$ cat src/hw/dfp_pkg.sv
// constants and types shared by the driver fault protection block
package dfp_pkg;

  // ==========================================================
  // clock and timing
  localparam int DFP_CLK_MHZ = 25;
  localparam int DFP_DELAY_00_NS = 3200;
  localparam int DFP_DELAY_01_NS = 1600;
  localparam int DFP_DELAY_10_NS = 1200;
  localparam int DFP_DELAY_11_NS = 800;
  localparam int DFP_RETRY_PAUSE_NS = 12800;
  localparam int DFP_RETRIES = 3;
  localparam int DFP_CNT_W = 9;

  // least times round up to whole cycles
  localparam int DFP_DELAY_00_CYC = (DFP_DELAY_00_NS * DFP_CLK_MHZ + 999) / 1000;
  localparam int DFP_DELAY_01_CYC = (DFP_DELAY_01_NS * DFP_CLK_MHZ + 999) / 1000;
  localparam int DFP_DELAY_10_CYC = (DFP_DELAY_10_NS * DFP_CLK_MHZ + 999) / 1000;
  localparam int DFP_DELAY_11_CYC = (DFP_DELAY_11_NS * DFP_CLK_MHZ + 999) / 1000;
  localparam int DFP_PAUSE_CYC = (DFP_RETRY_PAUSE_NS * DFP_CLK_MHZ + 999) / 1000;

  // ==========================================================
  // register map (byte addresses)
  localparam logic [7:0] DFP_ADDR_CONFIG = 8'h00;
  localparam logic [7:0] DFP_ADDR_STATUS = 8'h04;

  // config register fields
  localparam int DFP_CFG_SENSITIVITY = 0;
  localparam int DFP_CFG_DELAY = 1;
  localparam int DFP_CFG_PROTECT_DIS = 3;
  localparam int DFP_CFG_LS_ENABLE = 4;
  localparam int DFP_CFG_THRESH_SEL = 5;
  localparam int DFP_CFG_LOW_SUPPLY = 6;
  localparam int DFP_CFG_SLOPE = 7;
  localparam int DFP_CFG_OFF_TIME = 9;
  localparam int DFP_CFG_SCALE = 13;
  localparam int DFP_CFG_W = 18;
  localparam logic [DFP_CFG_W-1:0] DFP_CFG_RESET = 18'h00000;

  // status register fields
  localparam int DFP_ST_SHORT = 0;
  localparam int DFP_ST_LS_SHORT = 2;
  localparam int DFP_ST_HS_SHORT = 4;
  localparam int DFP_ST_OPEN_LOAD = 6;
  localparam int DFP_ST_PREWARN = 8;
  localparam int DFP_ST_THERMAL = 9;
  localparam int DFP_ST_SCALE = 10;

  // ==========================================================
  // high-side slope modes
  localparam logic [1:0] DFP_SLOPE_MIN = 2'h0;
  localparam logic [1:0] DFP_SLOPE_MIN_TC = 2'h1;
  localparam logic [1:0] DFP_SLOPE_MED_TC = 2'h2;
  localparam logic [1:0] DFP_SLOPE_MAX = 2'h3;

  // per-coil short supervision states
  typedef enum logic [1:0] {
    DFP_ARMED = 2'b00,
    DFP_PAUSE = 2'b01,
    DFP_LOCKED = 2'b10
  } dfp_fsm_t;

  // detection delay in cycles from the two-bit field
  function automatic logic [DFP_CNT_W-1:0] dfp_delay_cycles(input logic [1:0] sel);
    logic [DFP_CNT_W-1:0] r;
    r = DFP_CNT_W'(DFP_DELAY_00_CYC);
    unique case (sel)
      2'h0: r = DFP_CNT_W'(DFP_DELAY_00_CYC);
      2'h1: r = DFP_CNT_W'(DFP_DELAY_01_CYC);
      2'h2: r = DFP_CNT_W'(DFP_DELAY_10_CYC);
      2'h3: r = DFP_CNT_W'(DFP_DELAY_11_CYC);
    endcase
    return r;
  endfunction

endpackage

$ cat src/hw/dfp_sync.sv
// three-stage synchroniser; output follows once stages two and three agree
`timescale 1ns/100ps
`default_nettype none

module dfp_sync #(
  parameter int W = 1,
  parameter logic [W-1:0] INIT = '0
) (
  // clock and reset
  input wire logic clk,
  input wire logic rst,
  // pins and filtered result
  input wire logic [W-1:0] d,
  output logic [W-1:0] q
);

  typedef struct packed {
    logic [W-1:0] s1;
    logic [W-1:0] s2;
    logic [W-1:0] s3;
    logic [W-1:0] q;
  } dfp_sync_t;

  dfp_sync_t r;
  dfp_sync_t next_r;

  // ==========================================================
  // next state
  always_comb begin
    next_r = r;
    next_r.s1 = d;
    next_r.s2 = r.s1;
    next_r.s3 = r.s2;
    next_r.q = (~(r.s2 ^ r.s3) & r.s3) | ((r.s2 ^ r.s3) & r.q);
    if (rst) begin
      next_r.s1 = INIT;
      next_r.s2 = INIT;
      next_r.s3 = INIT;
      next_r.q = INIT;
    end
  end

  always_ff @(posedge clk) begin
    r <= next_r;
  end

  assign q = r.q;

endmodule

`default_nettype wire

$ cat src/hw/dfp_top.sv
// fault supervision of a two-coil power stage with a wishbone register file
//
// The Wishbone register port and the address map were left to the implementer.
`timescale 1ns/100ps
`default_nettype none

module dfp_top
  import dfp_pkg::*;
(
  // clock and reset
  input wire logic clk,
  input wire logic rst,
  // wishbone slave
  input wire logic wb_cyc_i,
  input wire logic wb_stb_i,
  input wire logic wb_we_i,
  input wire logic [7:0] wb_adr_i,
  input wire logic [3:0] wb_sel_i,
  input wire logic [31:0] wb_dat_i,
  output logic [31:0] wb_dat_o,
  output logic wb_ack_o,
  // asynchronous pins and comparators
  input wire logic driver_disable_input,
  input wire logic undervolt_7v,
  input wire logic undervolt_4v5,
  input wire logic temp_above_100,
  input wire logic temp_above_120,
  input wire logic temp_above_136,
  input wire logic temp_above_150,
  input wire logic [1:0] high_side_short_det,
  input wire logic [1:0] low_side_short_det,
  // chopper, same clock
  input wire logic [1:0] chop_event,
  input wire logic [1:0] coil_polarity,
  input wire logic [1:0] coil_current_low,
  // power stage controls
  output logic [1:0] bridge_enable,
  output logic high_side_detect_sensitivity,
  output logic [1:0] gate_current_level,
  output logic resonance_damping_enable,
  output logic logic_reset
);
  import dfp_pkg::*;

  typedef struct packed {
    dfp_fsm_t st;
    logic [DFP_CNT_W-1:0] cnt;
    logic [1:0] tries;
    logic short_flag;
    logic hs_flag;
    logic ls_flag;
    logic open_flag;
    logic last_pol;
    logic chop_seen;
  } dfp_coil_t;

  typedef struct packed {
    logic [DFP_CFG_W-1:0] cfg;
    dfp_coil_t [1:0] coil;
    logic thermal_shutdown_flag;
    logic [1:0] gate_lvl;
    logic ack;
    logic [31:0] dat;
  } dfp_state_t;

  dfp_state_t r;
  dfp_state_t next_r;

  // ==========================================================
  // pin synchronisers
  localparam int SYNC_W = 11;
  localparam logic [SYNC_W-1:0] SYNC_INIT = 11'h006;
  logic [SYNC_W-1:0] pins_s;
  dfp_sync #(.W(SYNC_W), .INIT(SYNC_INIT)) u_sync (
    .clk(clk),
    .rst(rst),
    .d({low_side_short_det, high_side_short_det, temp_above_150, temp_above_136,
        temp_above_120, temp_above_100, undervolt_4v5, undervolt_7v, driver_disable_input}),
    .q(pins_s)
  );

  logic disable_pin_s;
  logic uv7_s;
  logic uv45_s;
  logic t100_s;
  logic t120_s;
  logic t136_s;
  logic t150_s;
  logic [1:0] hs_s;
  logic [1:0] ls_s;
  assign disable_pin_s = pins_s[0];
  assign uv7_s = pins_s[1];
  assign uv45_s = pins_s[2];
  assign t100_s = pins_s[3];
  assign t120_s = pins_s[4];
  assign t136_s = pins_s[5];
  assign t150_s = pins_s[6];
  assign hs_s = pins_s[8:7];
  assign ls_s = pins_s[10:9];

  // ==========================================================
  // config fields
  logic [1:0] delay_sel;
  logic protect_dis;
  logic ls_enable;
  logic thresh_sel;
  logic low_supply;
  logic [1:0] slope;
  logic [3:0] off_time;
  logic [4:0] scale;
  assign delay_sel = r.cfg[DFP_CFG_DELAY +: 2];
  assign protect_dis = r.cfg[DFP_CFG_PROTECT_DIS];
  assign ls_enable = r.cfg[DFP_CFG_LS_ENABLE];
  assign thresh_sel = r.cfg[DFP_CFG_THRESH_SEL];
  assign low_supply = r.cfg[DFP_CFG_LOW_SUPPLY];
  assign slope = r.cfg[DFP_CFG_SLOPE +: 2];
  assign off_time = r.cfg[DFP_CFG_OFF_TIME +: 4];
  assign scale = r.cfg[DFP_CFG_SCALE +: 5];

  logic uv_now;
  logic drv_off;
  logic [DFP_CNT_W-1:0] delay_cyc;
  assign uv_now = low_supply ? uv45_s : uv7_s;
  assign drv_off = disable_pin_s | (off_time == 4'h0) | r.thermal_shutdown_flag;
  assign delay_cyc = dfp_delay_cycles(delay_sel);

  // ==========================================================
  // status word
  logic [31:0] status;
  always_comb begin
    status = 32'h00000000;
    for (int c = 0; c < 2; c++) begin
      status[DFP_ST_SHORT + c] = r.coil[c].short_flag;
      status[DFP_ST_LS_SHORT + c] = r.coil[c].ls_flag;
      status[DFP_ST_HS_SHORT + c] = r.coil[c].hs_flag;
      status[DFP_ST_OPEN_LOAD + c] = r.coil[c].open_flag;
    end
    status[DFP_ST_PREWARN] = t100_s;
    status[DFP_ST_THERMAL] = r.thermal_shutdown_flag;
    status[DFP_ST_SCALE +: 5] = scale;
  end

  // ==========================================================
  // next state
  logic req;
  logic [31:0] lane_mask;
  logic hs_det;
  logic ls_det;
  assign req = wb_cyc_i & wb_stb_i;
  assign lane_mask = {{8{wb_sel_i[3]}}, {8{wb_sel_i[2]}}, {8{wb_sel_i[1]}}, {8{wb_sel_i[0]}}};

  always_comb begin
    next_r = r;
    hs_det = 1'b0;
    ls_det = 1'b0;

    // bus: ack one cycle after the request, write at the acked edge
    next_r.ack = req & ~r.ack;
    if (req & ~r.ack) begin
      unique case (wb_adr_i)
        DFP_ADDR_CONFIG: next_r.dat = {{(32 - DFP_CFG_W){1'b0}}, r.cfg};
        DFP_ADDR_STATUS: next_r.dat = status;
        default: next_r.dat = 32'h00000000;
      endcase
    end
    if (req & r.ack & wb_we_i & (wb_adr_i == DFP_ADDR_CONFIG)) begin
      next_r.cfg = r.cfg & ~lane_mask[DFP_CFG_W-1:0] | wb_dat_i[DFP_CFG_W-1:0] &
        lane_mask[DFP_CFG_W-1:0];
    end

    // thermal: trip wins over release
    if (thresh_sel ? t136_s : t150_s) begin
      next_r.thermal_shutdown_flag = 1'b1;
    end else if (!t120_s) begin
      next_r.thermal_shutdown_flag = 1'b0;
    end

    // gate drive step
    unique case (slope)
      DFP_SLOPE_MIN: next_r.gate_lvl = 2'h0;
      DFP_SLOPE_MIN_TC: next_r.gate_lvl = t100_s ? 2'h1 : 2'h0;
      DFP_SLOPE_MED_TC: next_r.gate_lvl = t100_s ? 2'h2 : 2'h1;
      DFP_SLOPE_MAX: next_r.gate_lvl = 2'h3;
    endcase

    for (int c = 0; c < 2; c++) begin
      hs_det = hs_s[c] & ~protect_dis;
      ls_det = ls_s[c] & ls_enable;

      // short supervision
      unique case (r.coil[c].st)
        DFP_ARMED: begin
          if (drv_off || !(hs_det || ls_det)) begin
            next_r.coil[c].cnt = '0;
          end else if (r.coil[c].cnt == delay_cyc - 1'b1) begin
            next_r.coil[c].cnt = '0;
            if (r.coil[c].tries == 2'(DFP_RETRIES)) begin
              next_r.coil[c].st = DFP_LOCKED;
              next_r.coil[c].short_flag = 1'b1;
              next_r.coil[c].hs_flag = r.coil[c].hs_flag | hs_det;
              next_r.coil[c].ls_flag = r.coil[c].ls_flag | ls_det;
            end else begin
              next_r.coil[c].tries = r.coil[c].tries + 2'h1;
              next_r.coil[c].st = DFP_PAUSE;
            end
          end else begin
            next_r.coil[c].cnt = r.coil[c].cnt + 1'b1;
          end
        end
        DFP_PAUSE: begin
          next_r.coil[c].cnt = r.coil[c].cnt + 1'b1;
          if (r.coil[c].cnt == DFP_CNT_W'(DFP_PAUSE_CYC - 1)) begin
            next_r.coil[c].cnt = '0;
            next_r.coil[c].st = DFP_ARMED;
          end
        end
        DFP_LOCKED: next_r.coil[c].st = DFP_LOCKED;
        default: next_r.coil[c].st = DFP_ARMED;
      endcase

      // disabling the driver rearms the coil and clears its short flags; the open load flag is kept
      if (drv_off) begin
        next_r.coil[c].st = DFP_ARMED;
        next_r.coil[c].cnt = '0;
        next_r.coil[c].tries = 2'h0;
        next_r.coil[c].short_flag = 1'b0;
        next_r.coil[c].hs_flag = 1'b0;
        next_r.coil[c].ls_flag = 1'b0;
      end

      // open load, judged at each polarity change unless the current is low; flag only, no action
      if (chop_event[c]) begin
        next_r.coil[c].chop_seen = 1'b1;
      end
      if (coil_polarity[c] != r.coil[c].last_pol) begin
        if (!coil_current_low[c]) begin
          next_r.coil[c].open_flag = ~(r.coil[c].chop_seen | chop_event[c]);
        end
        next_r.coil[c].chop_seen = 1'b0;
      end
      next_r.coil[c].last_pol = coil_polarity[c];
    end

    // undervoltage clears everything
    if (rst || uv_now) begin
      next_r = '0;
      next_r.cfg = DFP_CFG_RESET;
    end
  end

  always_ff @(posedge clk) begin
    r <= next_r;
  end

  // ==========================================================
  // outputs
  generate
    for (genvar c = 0; c < 2; c++) begin : g_bridge
      // open load plays no part here
      assign bridge_enable[c] = ~drv_off & ~uv_now & (r.coil[c].st == DFP_ARMED);
    end
  endgenerate
  assign high_side_detect_sensitivity = r.cfg[DFP_CFG_SENSITIVITY];
  assign resonance_damping_enable = low_supply;
  assign gate_current_level = r.gate_lvl;
  assign logic_reset = uv_now;
  assign wb_ack_o = r.ack;
  assign wb_dat_o = r.dat;

  generate
    for (genvar c = 0; c < 2; c++) begin : g_chk

    end
  endgenerate
endmodule

`default_nettype wire

$ cat config.mk
export PLATFORM = sky130hd
export DESIGN_NAME = dfp_top
export DESIGN_NICKNAME = d
export VERILOG_FILES = /design/src/hw/dfp_pkg.sv /design/src/hw/dfp_sync.sv /design/src/hw/dfp_top.sv
export SDC_FILE = /design/constraint.sdc
export NUM_CORES = 1
export LEC_CHECK = 0
export BUFFER_PORTS_ARGS = -buffer_cell sky130_fd_sc_hd__buf_2
export CAP_MARGIN = 20
export CORE_MARGIN = 2
export CORE_UTILIZATION = 40
export CTS_BUF_LIST = sky130_fd_sc_hd__clkbuf_2 sky130_fd_sc_hd__clkbuf_4 sky130_fd_sc_hd__clkbuf_8
export CTS_CLUSTER_DIAMETER = 200
export DETAILED_ROUTE_END_ITERATION = 8
export PLACE_DENSITY_LB_ADDON = 0.08
export SYNTH_ARGS = -nofsm -noshare
export SYNTH_HDL_FRONTEND = slang
export SYNTH_SLANG_ARGS = --single-unit
export TNS_END_PERCENT = 100
$ cat constraint.sdc
create_clock -name clk -period 2.7 [get_ports clk]
set_input_delay 0.135 -clock clk [delete_from_list [all_inputs] [get_ports clk]]
set_output_delay 0.135 -clock clk [all_outputs]
set_load 0.005 [all_outputs]
### Word-level counts from Yosys, hierarchy flattened

Index checks and enable logic that the tools add are counted.

* register bits after elaboration: 136
* output and inout port bits: 40
* input port bits: 66
* word-level logic and storage cells: 150

* equal/unequal tests: 26
* reductions and logical operators: 26
* add/subtract/negate cells: 5
* bitwise gates (word level): 41
* multiplexer cells: 25

Operator list (number)
* 18-bit bitwise AND: 2
* 9-bit 2-to-1 mux: 4
* 18-bit one-hot mux with 2 select lines: 1
* 9-bit one-hot mux with 2 select lines: 2
* 9-bit one-hot mux with 4 select lines: 1
* 11-bit bitwise AND: 2
* 11-bit 2-to-1 mux: 2
* 9-bit by 1-bit adder with 9-bit output, second input constant: 2
* 9-bit == test: 2
* 9-bit == test, second input constant: 2
* 18-bit inverter: 1
* 18-bit bitwise OR: 1
* 2-bit == test, second input constant: 8
* 4-bit AND reduction: 4
* 2-bit 2-to-1 mux: 7
* 2-bit inequality test, second input constant: 7
* 1-bit bitwise AND: 12
* 1-bit inverter: 12
* 2-bit one-hot mux with 3 select lines: 2
* 11-bit inverter: 1
* 11-bit bitwise OR: 1
* 11-bit XOR: 1
* 9-bit by 1-bit subtractor with 9-bit output, second input constant: 1
* 2-bit by 1-bit == test with 1-bit output, second input constant: 4
* 15 further kinds: 41

### Longest topological paths before layout

Gate-level depths: netlist of run 1.

* depth in word-level cells: 7
* mapped depth: 7
* mapped depth without buffers: 7

### Hierarchy

Synthesis of run 1 repeated with hierarchy kept, for this count alone.

* cells, all modules: 554
* area, all modules: 5275.1 µm²

By module, submodules not included
* dfp_top: cells each 429, area each 3923.8 µm², times used 1
* dfp_sync: cells each 125, area each 1351.3 µm², times used 1

### Worst setup path before layout of run 1

Ideal clock, no wire load.

* path type: reg2reg
* from: register with a tool-made name
* to: register r[45] (netlist bit)
* cell stages (with the launch flop): 8
* arrival time: 2200 ps
* path buffers: 0
* slack: 383 ps
* clock period less this slack: 2317 ps
* data required time: 2583 ps
* cell sequence: dfxtp_1 -> inv_1 -> ha_1 -> nor4b_2 -> nand3_1 -> a2111oi_4 -> o22ai_1 -> a32o_1

RTL lines
* to (signal assigned): RTL line dfp_top.sv:252 `r <= next_r;`
* to (decl): RTL line dfp_top.sv:66 `dfp_state_t r;`

==> results of run 1 <==
## timing repair
item,CTS,global route
hold buffers,41,0
setup buffers,0,0
hold endpoints to repair,35,0
setup endpoints to repair,0,0
## layout by cell type, fill, tap and decap left out, types with 4 or more instances in the layout
cell | netlist | routed
a22oi_1 | 18 | 18
conb_1 | 1 | 14
nand2_1 | 30 | 30
xor2_1 | 13 | 13
a31oi_1 | 8 | 8
nor2_1 | 59 | 59
mux2i_1 | 23 | 23
nor2b_1 | 31 | 31
dfxtp_1 | 122 | 122
a21oi_1 | 23 | 23
nor3_1 | 21 | 21
or3_1 | 5 | 5
nand4_1 | 5 | 5
nand3_1 | 10 | 10
clkbuf_8 | 0 | 19
inv_1 | 11 | 11
dlygate4sd3_1 | 0 | 41
or2_2 | 8 | 9
buf_4 | 35 | 10
nor3b_1 | 4 | 4
o21ai_0 | 15 | 15
xnor2_1 | 14 | 14
mux2_2 | 14 | 14
nor4_1 | 4 | 4
bufinv_16 | 0 | 4
buf_2 | 3 | 76
ha_1 | 10 | 10
## kinds of logic (layout without fill, tap and decap cells)
kind of cell               after synthesis  count (layout)
adders and majority gates               10              10
and+or+nand+nor                        197             197
buffers and inverters                   66             170
other                                    1              14
muxes                                   37              37
xor gates and xnor gates                27              27
DFF                                    122             122
AOI/OAI and AO/OA                       80              80
## per-layer routing
layer,vias to the layer above,global-route usage (%)
met4,0,5.95
met2,80,25.3
met1,1830,21.1
met3,11,5.14
li1,2028,-
met5,-,0
## area by class of cell
class | instances | area (sq um)
fill | 1189 | 6210
sequential | 122 | 2440
multi-input combinational | 365 | 2400
timing repair buffer | 127 | 866
clock buffer | 21 | 277
tap | 172 | 215
clock inverter | 11 | 169
inverter | 11 | 41.3
## power groups by stage
stage               logic, uW  registers, uW  clock network, uW
floorplan                62.9           1870                  0
global placement         93.2           1870                  0
detailed placement       94.3           1870                  0
CTS                       132           1830               1840
global route              146           1830               1910
finish                    132           1830               1790
## final timing paths
kind / end / slack, ns
worst max-delay path: r[69]$_SDFFE_PP0P_ / 0.15
worst max register to register: r[69]$_SDFFE_PP0P_ / 0.15
worst min register to register: u_sync.r[23]$_SDFF_PP1_ / 0.41
worst min-delay path: flip-flop / 0.15
## worst min-delay path, stage by stage
cell and delay, ns:
buf_2 0.11, nand2_4 0.14, mux2i_1 0.09, nor2_1 0.07
## through the flow
step | hold WS, ns | setup slack, ns | instance area (sq um) | std cells
floorplan | 0.239 | 0.383 | 5230 | 553
global placement | 0.320 | 0.299 | 5560 | 756
detailed placement | 0.322 | 0.195 | 5560 | 756
CTS | 0.116 | 0.178 | 6410 | 829
global route | 0.135 | 0.00154 | 6410 | 829
finish | 0.149 | 0.149 | 6410 | 829
==> flow_metrics.py, run 1 <==
metrics = {
    "status": {
        "status": "complete, no violations",
    },
    "yosys": {
        "synth_fa_ha_area_share_pct": 2.42,
        "synth_compound_area_share_pct": 10.8,
        "synth_common_cells": "dfxtp_1, nor2_1, buf_4, nor2b_1, nand2_1",
        "synth-simple-area-share_pct": 20.1,
        "synth.area.mux_share_pct": 7.49,
        "synth_ff_type": "dfxtp_1",
        "seq_area_frac_synth_pct": 47.2,
        "ys_ff_latch": 122,
        "syn_area_sq_um": 5180,
        "yosysTopAreaCell": "dfxtp_1",
        "synth_top_cell_area_share_pct": 47.2,
        "synth_top_family_by_area": "simple AND/OR/NAND/NOR gates",
        "synth_most_common_cell": "dfxtp_1",
        "synth_xor_xnor_area_share_pct": 4.57,
        "synth.avg_cell_area_sq_um": 9.59,
        "synthDistinctLibCells": 55,
        "yosysWarnings": 0,
        "synthTopCellsByArea": "dfxtp_1, buf_4, mux2i_1",
        "synth_edf_count": 0,
        "synthArstFlopShare_pct": 0,
        "synthCells": 540,
    },
    "power_and_ir_drop": {
        "p_clk_share_pct": 47.7,
        "seqPwrFrac_pct": 48.8,
        "internal_power_uw": 2970,
        "total_power_uw": 3750,
        "power_density_nw_per_um2": 584,
        "p_comb_share_pct": 3.5,
        "p_sw_share_pct": 20.6,
        "switchingPower_uw": 772,
        "power.leakage_uw": 0.00260,
        "ir_drop_v": 0.000343,
    },
    "timing": {
        "worst_pin_slew_ns": 0.701,
        "finalSetupTns_ns": 0,
        "fin_crit_sh_pct": 94.5,
        "hold_viol": 0,
        "post-route-min-period_ns": 2.55,
        "slew_headroom_pct": 53.3,
        "setup_viol_count_final": 0,
        "finClkSkew_ns": 0.00904,
        "timing.fmax_mhz": 392,
        "rsz0062_at_grt": "no",
        "final_max_slew_viol_count": 0,
    },
    "job": {
        "cap_viol_max_count": 0,
    },
    "floorplanning": {
        "row_count": 41,
        "start_util_pct": 41.0,
        "die_h_microns": 118,
        "dieArea_sq_um": 13900,
        "core_region_area_sq_um": 12600,
        "die_w_microns": 118,
        "io_pins": 106,
    },
    "grt": {
        "grt_pass1_wl_mm": 18.1,
        "antenna_found_initial": 0,
        "grt_pass1_vias": 3745,
        "track_usage_pct": 16.2,
        "gr-total-overflow": 0,
        "grt_max_degree": 45,
    },
    "critical_path": {
        "end_kind": "flip-flop",
        "crit_slowest_cell": "a2111oi_4",
        "path_class": "reg2reg",
        "crit_family": "compound AO/OA/AOI/OAI gates",
        "cp-start-kind": "flip-flop",
        "crit_path_max_incr_delay_ns": 0.49,
        "worst_ep_arrival_time_ns": 2.84,
        "critical_path_depth": 7,
        "reg2regPathDepth": 7,
        "cp.required_ns": 2.99,
        "crit_buf_inv": 1,
        "path_cells": "inv_1, ha_1, nor4b_2, nand2_1, a2111oi_4, o41a_2, nor3_1",
        "crit_path_max_fanout": 8,
    },
    "finish": {
        "area_delta_synth_final_pct": 23.8,
        "post-route-util_pct": 50.8,
        "layout-drive-gt1-share_pct": 23.3,
        "nets": 720,
        "insertedDiodeCount": 0,
    },
    "placed_design": {
        "gp_congestion": 0.820,
        "post-dp-hpwl_mm": 7.44,
        "port_buffers": 76,
    },
    "clock_tree": {
        "cts_buffers": 17,
        "insertion_delay_ns": 0.44,
        "clock_sinks": 122,
        "cts_buffer_depth": 2,
        "cts_resized": 0,
        "cts_root_buf": "clkbuf_8",
        "clkTransAtPathRegs_ns": 0.07,
        "h-tree-depth": 4,
        "cts_tree": "yes",
    },
    "worst_hold_path": {
        "hp-class": "in2reg",
        "hold_depth": 4,
        "hp-start": "wb_sel_i[1]",
    },
    "detailed_routing": {
        "wl_per_cell_microns": 13.0,
        "drtIter0Drc": 246,
        "wl_met1_mm": 5.21,
        "dr.pass1.iters": 4,
        "wl_mm": 10.8,
        "vias_per_cell": 4.76,
        "wl_met3_microns": 486,
        "drc": 0,
        "highest_layer": "met4",
        "drt.antenna.violating_nets": 0,
        "wl_met2_mm": 4.97,
        "dr_total_vias": 3949,
    },
}
Power figures use the tool's default switching activity.
==> run 2, diff against run 1 <==
--- a/config.mk
+++ b/config.mk
@@ -8,7 +8,7 @@
 export BUFFER_PORTS_ARGS = -buffer_cell sky130_fd_sc_hd__buf_2
 export CAP_MARGIN = 20
 export CORE_MARGIN = 2
-export CORE_UTILIZATION = 40
+export CORE_UTILIZATION = 57
 export CTS_BUF_LIST = sky130_fd_sc_hd__clkbuf_2 sky130_fd_sc_hd__clkbuf_4 sky130_fd_sc_hd__clkbuf_8
 export CTS_CLUSTER_DIAMETER = 200
 export DETAILED_ROUTE_END_ITERATION = 8
==> run 2 against run 1 <==
Utilization up 20 points. Register-to-register slack better by 0.12 ns. Clock skew up 0.0015 ns. Clock-buffer cell count down 3. Largest power group unchanged. Non-clock buffer count down 4. Setup slack better by 0.12 ns.
==> flow_metrics.py, run 2 (synthesis gave the netlist of run 1 again) <==
metrics = {
    "placed_design": {
        "post-dp-hpwl_mm": 7.07,
        "port_buffers": 76,
        "gp_congestion": 0.920,
        "place_area_sq_um": 5480,
    },
    "clock_tree": {
        "clkTransAtPathRegs_ns": 0.07,
        "cts_tree": "yes",
        "post_cts_buffers": 0,
        "insertion_delay_ns": 0.42,
        "h-tree-depth": 4,
        "cts_buffers": 17,
        "clock_sinks": 122,
        "cts_buffer_depth": 2,
        "cts_root_buf": "clkbuf_8",
    },
    "floorplanning": {
        "core_region_area_sq_um": 8760,
        "start_util_pct": 59.1,
        "die_h_microns": 99.3,
        "row_count": 34,
        "die_w_microns": 99.3,
        "dieArea_sq_um": 9860,
        "io_pins": 106,
    },
    "grt": {
        "grt_pass1_wl_mm": 17.7,
        "grt_pass1_vias": 3832,
        "antenna_found_initial": 0,
        "track_usage_pct": 22.5,
        "grt_max_degree": 47,
        "gr-total-overflow": 0,
    },
    "critical_path": {
        "worst_ep_arrival_time_ns": 2.72,
        "path_cells": "inv_1, ha_1, nor4b_2, nand2_1, a2111oi_4, o41a_2, nor3_1",
        "cp.required_ns": 3.00,
        "cp-start-kind": "flip-flop",
        "end_kind": "flip-flop",
        "reg2regPathDepth": 7,
        "crit_slowest_cell": "a2111oi_4",
        "crit_family": "compound AO/OA/AOI/OAI gates",
        "crit_path_max_fanout": 8,
        "path_class": "reg2reg",
        "crit_path_max_incr_delay_ns": 0.59,
        "critical_path_depth": 7,
        "crit_buf_inv": 1,
    },
    "power_and_ir_drop": {
        "power_density_nw_per_um2": 540,
        "power.leakage_uw": 0.00251,
        "total_power_uw": 3340,
        "ir_drop_v": 0.000429,
    },
    "timing": {
        "slew_headroom_pct": 61.8,
        "timing.fmax_mhz": 412,
        "finalSetupTns_ns": 0,
        "finClkSkew_ns": 0.0106,
        "fin_crit_sh_pct": 89.9,
        "rsz0062_at_grt": "no",
        "setup_viol_count_final": 0,
        "final_max_slew_viol_count": 0,
        "post-route-min-period_ns": 2.43,
        "hold_viol": 0,
        "worst_pin_slew_ns": 0.568,
    },
    "worst_hold_path": {
        "hp-class": "in2reg",
        "hold_depth": 4,
    },
    "detailed_routing": {
        "wl_met2_mm": 5.08,
        "wl_met3_microns": 373,
        "dr.pass1.iters": 4,
        "wl_met1_mm": 4.95,
        "drt.antenna.violating_nets": 0,
        "dr_total_vias": 3943,
        "drc": 0,
        "drtIter0Drc": 181,
        "vias_per_cell": 5.19,
        "wl_mm": 10.5,
        "wl_per_cell_microns": 13.8,
        "highest_layer": "met4",
    },
    "status": {
        "status": "complete, no violations",
    },
    "finish": {
        "final_area_sq_um": 6180,
        "nets": 716,
        "final_cell_mix": "dfxtp_1, buf_2, nor2_1",
        "layout_commonest_cell": "dfxtp_1",
        "post-route-util_pct": 70.6,
        "area_delta_synth_final_pct": 19.4,
        "insertedDiodeCount": 0,
        "layout-drive-gt1-share_pct": 23.2,
    },
    "job": {
        "cap_viol_max_count": 0,
    },
}
-- run 2: area by class of cell --
class                           instances  area [sq um]
Clock inverter                         13          97.6
Sequential cell                       122          2440
Clock buffer                           18           241
Fill cell                             692          2580
Inverter                               11          41.3
Multi-Input combinational cell        365          2400
Tap cell                              108           135
Timing Repair Buffer                  123           826
-- run 2: repair_timing --
item	in CTS	in global routing
hold endpoints to repair	33	0
resized for setup	0	0
hold buffers	37	0
-- run 2: per-layer routing --
layer	up-vias	GRT usage [%]
met1	1830	28.7
met5	-	0
met2	87	37.3
met3	8	5.97
li1	2018	-
met4	0	7.27
-- run 2: worst paths after layout --
path                      startpoint                 endpoint  slack, ns
max                        flip-flop       r[63]$_SDFFE_PP0P_       0.27
min                      wb_sel_i[2]                flip-flop       0.06
max reg2reg                flip-flop       r[63]$_SDFFE_PP0P_       0.27
min reg2reg  u_sync.r[34]$_SDFF_PP1_  u_sync.r[23]$_SDFF_PP1_       0.41
-- run 2: tightest hold or removal path, cell delays in order --
cell and delay (ns):
buf_2 0.10, nand2_1 0.07, nand2_1 0.07, a21oi_1 0.05
-- run 2: power by group --
part / internal, uW / leakage (uW) / total [uW] / switching (uW)
clock: 644 / 0.000165 / 1380 / 732
combinational: 79.5 / 0.00135 / 133 / 53.6
sequential: 1820 / 0.000988 / 1830 / 8.23
total: 2540 / 0.00251 / 3340 / 794
-- run 2: through the flow --
step	setup WS, ns	hold slack [ns]	cells
finish	0.274	0.0551	760
global route	0.0433	0.0377	760
floorplan	0.383	0.239	553
global placement	0.351	0.321	692
detailed placement	0.304	0.322	692
CTS	0.292	0.0280	760
